--- src/rsd_pkg.sv ---
// Purpose: shared types and constants for the rotate/subtract datapath
// Assumes: 8-bit accumulator and data memory bytes
// Notes:   flags travel as one packed struct
package rsd_pkg;

  localparam int RSD_W      = 8;
  localparam int RSD_MSB    = 7;
  localparam int RSD_NIB    = 4;
  localparam logic [7:0] RSD_ACC_RST = 8'h00;

  // operation select; op_load_state preloads acc and flags
  typedef enum logic [2:0] {
    rsd_op_rotate_right_to_accumulator        = 3'h0,
    rsd_op_rotate_right_through_carry         = 3'h1,
    rsd_op_rotate_right_carry_to_accumulator  = 3'h2,
    rsd_op_subtract_with_borrow_to_accumulator = 3'h3,
    rsd_op_subtract_with_borrow_to_memory     = 3'h4,
    rsd_op_load_state                         = 3'h5
  } rsd_op_t;

  // status flags
  typedef struct packed {
    logic range_exceeded_flag;
    logic result_nil_flag;
    logic half_carry_flag;
    logic carry_flag;
    logic signed_borrow_flag;
    logic chained_equal_flag;
  } rsd_flags_t;

  localparam rsd_flags_t RSD_FLAGS_RST = '0;

  // whole state of the datapath
  typedef struct packed {
    logic [7:0] acc;
    rsd_flags_t flags;
    logic       mem_wr_en;
    logic [7:0] mem_wr_data;
  } rsd_state_t;

  localparam rsd_state_t RSD_STATE_RST = '0;

endpackage : rsd_pkg

--- src/rsd_datapath.sv ---
// Purpose: rotate-right and subtract-with-borrow datapath of the core
// Assumes: op_valid pulses one cycle with op, mem_rd_data and ld_* stable
// Notes:   results appear on the clock edge that takes the operation
`timescale 1ns/10ps

module rsd_datapath
  import rsd_pkg::*;
(
  input  wire logic       clk,
  input  wire logic       rst_n,
  input  wire logic       op_valid,
  input  wire rsd_op_t    op,
  input  wire logic [7:0] mem_rd_data,
  input  wire logic [7:0] ld_acc,
  input  wire rsd_flags_t ld_flags,
  output logic [7:0]      acc,
  output rsd_flags_t      flags,
  output logic            mem_wr_en,
  output logic [7:0]      mem_wr_data
);

  rsd_state_t state;
  rsd_state_t next_state;

  logic       borrow_in;
  logic [8:0] diff;
  logic [4:0] low_diff;
  logic [7:0] rot_plain;
  logic [7:0] rot_carry;
  logic       sub_ovf;
  logic [8:0] chk_diff;

  // shared arithmetic terms
  always_comb
  begin
    borrow_in = ~state.flags.carry_flag;
    diff      = {1'b0, state.acc} - {1'b0, mem_rd_data}
                - {8'h00, borrow_in};
    low_diff  = {1'b0, state.acc[3:0]} - {1'b0, mem_rd_data[3:0]}
                - {4'h0, borrow_in};
    rot_plain = {mem_rd_data[0], mem_rd_data[RSD_MSB:1]};
    rot_carry = {state.flags.carry_flag, mem_rd_data[RSD_MSB:1]};
    sub_ovf   = (state.acc[RSD_MSB] ^ mem_rd_data[RSD_MSB])
              & (state.acc[RSD_MSB] ^ diff[RSD_MSB]);
  end

  // next state per operation
  always_comb
  begin
    next_state           = state;
    next_state.mem_wr_en = 1'b0;
    if (op_valid)
    begin
      case (op)
        rsd_op_rotate_right_to_accumulator:
        begin
          next_state.acc = rot_plain;
        end
        rsd_op_rotate_right_through_carry:
        begin
          next_state.mem_wr_en        = 1'b1;
          next_state.mem_wr_data      = rot_carry;
          next_state.flags.carry_flag = mem_rd_data[0];
        end
        rsd_op_rotate_right_carry_to_accumulator:
        begin
          next_state.acc              = rot_carry;
          next_state.flags.carry_flag = mem_rd_data[0];
        end
        rsd_op_subtract_with_borrow_to_accumulator,
        rsd_op_subtract_with_borrow_to_memory:
        begin
          if (op == rsd_op_subtract_with_borrow_to_accumulator)
          begin
            next_state.acc = diff[RSD_MSB:0];
          end
          else
          begin
            next_state.mem_wr_en   = 1'b1;
            next_state.mem_wr_data = diff[RSD_MSB:0];
          end
          next_state.flags.carry_flag          = ~diff[RSD_W];
          next_state.flags.range_exceeded_flag = sub_ovf;
          next_state.flags.result_nil_flag     =
            (diff[RSD_MSB:0] == 8'h00);
          next_state.flags.half_carry_flag     = low_diff[RSD_NIB];
          next_state.flags.signed_borrow_flag  =
            sub_ovf ^ diff[RSD_MSB];
          next_state.flags.chained_equal_flag  =
            (diff[RSD_MSB:0] == 8'h00)
            & state.flags.result_nil_flag;
        end
        rsd_op_load_state:
        begin
          next_state.acc   = ld_acc;
          next_state.flags = ld_flags;
        end
        default:
        begin
          next_state.mem_wr_en = 1'b0;
        end
      endcase
    end
  end

  // state register
  always_ff @(posedge clk or negedge rst_n)
  begin
    if (!rst_n)
      state <= RSD_STATE_RST;
    else
      state <= next_state;
  end

  // outputs straight from state
  assign acc         = state.acc;
  assign flags       = state.flags;
  assign mem_wr_en   = state.mem_wr_en;
  assign mem_wr_data = state.mem_wr_data;

  // adder-form reference difference for checks; bit 8 means no borrow
  assign chk_diff = {1'b0, state.acc} + {1'b0, ~mem_rd_data}
                    + {8'h00, state.flags.carry_flag};
endmodule : rsd_datapath

--- config.mk ---
export PLATFORM = sky130hd
export DESIGN_NAME = rsd_datapath
export DESIGN_NICKNAME = d
export VERILOG_FILES = /design/src/rsd_pkg.sv /design/src/rsd_datapath.sv
export SDC_FILE = /design/constraint.sdc
export NUM_CORES = 1
export LEC_CHECK = 0
export ABC_AREA = 1
export BUFFER_PORTS_ARGS = -buffer_cell sky130_fd_sc_hd__buf_2
export CORE_AREA = 4 4 92 94
export CTS_CLUSTER_SIZE = 40
export DETAILED_ROUTE_END_ITERATION = 10
export DIE_AREA = 0 0 96 98
export GPL_TIMING_DRIVEN = 0
export SLEW_MARGIN = 20
export SYNTH_ARGS = -nofsm -noshare
export SYNTH_HDL_FRONTEND = slang
export SYNTH_SLANG_ARGS = --single-unit
export TNS_END_PERCENT = 10
--- constraint.sdc ---
create_clock -name clk -period 6.48 [get_ports clk]
set_input_delay 0.972 -clock clk [delete_from_list [all_inputs] [get_ports clk]]
set_output_delay 0.972 -clock clk [all_outputs]
set_load 0.01 [all_outputs]
==> impl_metrics.yaml <==
place:
  place_ws_ps: 3380
  numPortBuffers: 50
  gp_congestion: 0.869
  hpwl_mm: 4.56
drt:
  drt_iter0_drc: 121
  drtAntennaViolNets: 0
  num_vias: 1911
  via_per_inst: 4.43
  wirelength_mm: 5.59
  drc: 0
  wl_per_cell_um: 13.0
  firstDrtPassIters: 4
synth:
  synth_most_common_cell: "nand2_1"
  synth_ff_type: "dfrtp_1"
  synth_commonest_cells: "nand2_1, inv_1, a21oi_1, nor2_1, dfrtp_1"
  synth_nets: 319
  yosysWarningCount: 0
  syn_inst: 275
  ys_seq_area_share_pct: 30.4
  synth.distinct_cells: 28
  synthesis.area_mm2: 0.00189
  synth_area_leaders: "dfrtp_1, nand2_1, inv_1"
  synth_edf_count: 0
  synth_top_area_share_pct: 30.4
  synth_area_per_cell_um2: 6.87
  synthArstFlopShare_pct: 100
  yosysTopAreaCell: "dfrtp_1"
  synth_seq_cells: 23
job:
  drv_cap: 0
layout:
  fin_nets: 374
  diodes: 0
  drive_gt1_share_pct: 22.8
  area_growth_pct: 22.4
grt:
  grt_pass1_wl_mm: 9.55
  first_global_vias: 1956
  antenna_found_initial: 0
  grt.total_usage_pct: 12.8
  grt-ovfl-total: 0
  grt_max_degree: 24
timing:
  fin_tns_setup_ps: 0
  max_freq_mhz: 354
  min_period_over_period_pct: 43.6
  setup_slack_ps: 3660
  period_needed_ps: 2820
  hold_violations: 0
  max_slew.worst_pin.slew_ps: 536
  slew_violations: 0
  clock-skew-final_ps: 8.14
  setup-violations-final: 0
  maxSlewHeadroom_pct: 64.3
  rsz0062_at_grt: "false"
floorplanning:
  ios: 51
  core.rowCount: 32
  start_util_pct: 24.7
  core_area_mm2: 0.00765
  die_h_um: 98
  design.die.area_mm2: 0.00941
  die-width_um: 96
clock_tree:
  cts_max_level: 1
  cts_hold_buf: 0
  numCtsBuffers: 3
  insertion_delay_ps: 270
  cts_sinks: 23
  cts_setup_buffers: 0
  cts_resized: 0
  cts_buffer_depth: 2
  cts_tree: "built"
  cts.reportedPaths.clkPinSlew_ps: 90
  cts-root-buf: "clkbuf_8"
setup_path:
  arrival_ps: 2990
  criticalPathCategory: "in -> reg"
  worst_path_largest_cell_delay_ps: 560
  cpMaxStageDelayCell: "fa_1"
  cp_common_cell: "nand2_1"
  cp_max_fo: 4
  cp-end-kind: "flip-flop"
  crit_buf_inv: 3
  cp-start-kind: "input pin"
  cp_top_family: "adder cells"
  crit_chain: "buf_2 > fa_1 > inv_1 > ha_1 > o21ai_0 > nand2_1 > nand2_1 > nand3_1 > nand2_1 > inv_1 > o21ai_0 > nand3_1 > nand2_1 > nand2_1"
  cp.required_ps: 6650
power:
  ir_drop_mv: 0.0867
  leakage_nw: 1.29
  p_per_area_mw_per_mm2: 289
status:
  status: "finished, final reports clean"
worst_hold_path:
  hold_class: "reg -> reg"
[cells by family (layout without fill, tap and decap cells)]
kind of cell	count (synthesis)	count (layout)	share of synthesized area, %
XOR/XNOR	1	1	0.463
adder cells (fa/ha/maj)	16	16	11.4
AO/OA/AOI/OAI	53	53	15.8
flip-flops	23	23	30.4
AND/OR/NAND/NOR	125	125	30.3
buffers and inverters	57	111	11.6
[per-layer routing]
layer  part of all wire (%)  up-vias  GRT usage (%)
met5                      0        -              0
met4                    2.0        0           2.41
met3                    5.8       10           3.00
met2                     44       53           19.9
met1                     48      857           18.1
li1                       -      991              -
[worst paths after layout]
path / depth (start not counted) / endpoint / slack [ps] / startpoint
max in group asynchronous: 1 / mem_wr_data[7]$_DFFE_PN0P_ / 5450 / rst_n
setup reg to reg: 14 / flags[1]$_DFFE_PN0P_ / 4010 / flags[2]$_DFFE_PN0P_
hold reg to reg: 2 / flags[1]$_DFFE_PN0P_ / 480 / flags[1]$_DFFE_PN0P_
min in group asynchronous: 1 / acc[4]$_DFFE_PN0P_ / 670 / rst_n
hold / removal: 2 / flags[1]$_DFFE_PN0P_ / 480 / flags[1]$_DFFE_PN0P_
setup / recovery: 14 / flags[1]$_DFFE_PN0P_ / 3660 / mem_rd_data[0]
[cell usage in the layout, fill, tap and decap left out, types with 3 or more instances in the layout]
master    synthesis  final
nand2_1          67     67
clkbuf_8          0      3
inv_1            48     48
nand3_2           3      3
ha_1             14     14
inv_2             7      7
o21ai_0          11     11
buf_2             0     50
nor2_1           24     24
nand2_2           3      3
dfrtp_1          23     23
nand3_1          19     19
a21oi_1          31     31
a22oi_1           4      4
[stage by stage]
step | power, mW | hold WS, ps | std cells | instance area [um2] | util (%)
floorplan | 0.460 | 513 | 275 | 1890 | -
global placement | 0.570 | 461 | 427 | 2270 | 29.7
detailed placement | 0.575 | 461 | 427 | 2270 | 29.7
CTS | 0.673 | 486 | 431 | 2310 | 30.3
global route | 0.750 | 535 | 431 | 2310 | 30.3
finish | 0.668 | 481 | 431 | 2310 | 30.3
[flip-flops by register name, indices dropped and copies added (netlist names)]
name	count
mem_wr_en	1
acc	8
mem_wr_data	8
flags	6
[worst reg2reg max path, cell delays in order (launching register included)]
cell and delay, ps:
dfrtp_1 420, inv_1 100, fa_1 510, inv_1 50, ha_1 180, o21ai_0 240
nand2_1 120, nand2_1 110, nand3_1 80, nand2_1 140, inv_1 110, o21ai_0 90
nand3_1 90, nand2_1 70, nand2_1 50
[layout make-up]
class / instances / area, um2
Buffer: 1 / 7.51
Clock buffer: 3 / 41.3
Clock inverter: 1 / 5.00
Fill cell: 862 / 5330
Inverter: 56 / 213
Multi-Input combinational cell: 195 / 1090
Sequential cell: 23 / 576
Tap cell: 102 / 128
Timing Repair Buffer: 50 / 250
[report_power, final]
group / switching, mW / total [mW] / internal, mW
registers: 0.0242 / 0.203 / 0.179
clock network: 0.0515 / 0.0946 / 0.0431
logic: 0.234 / 0.370 / 0.136
total: 0.309 / 0.668 / 0.359
No activity file was read; power rests on OpenSTA's default activity.
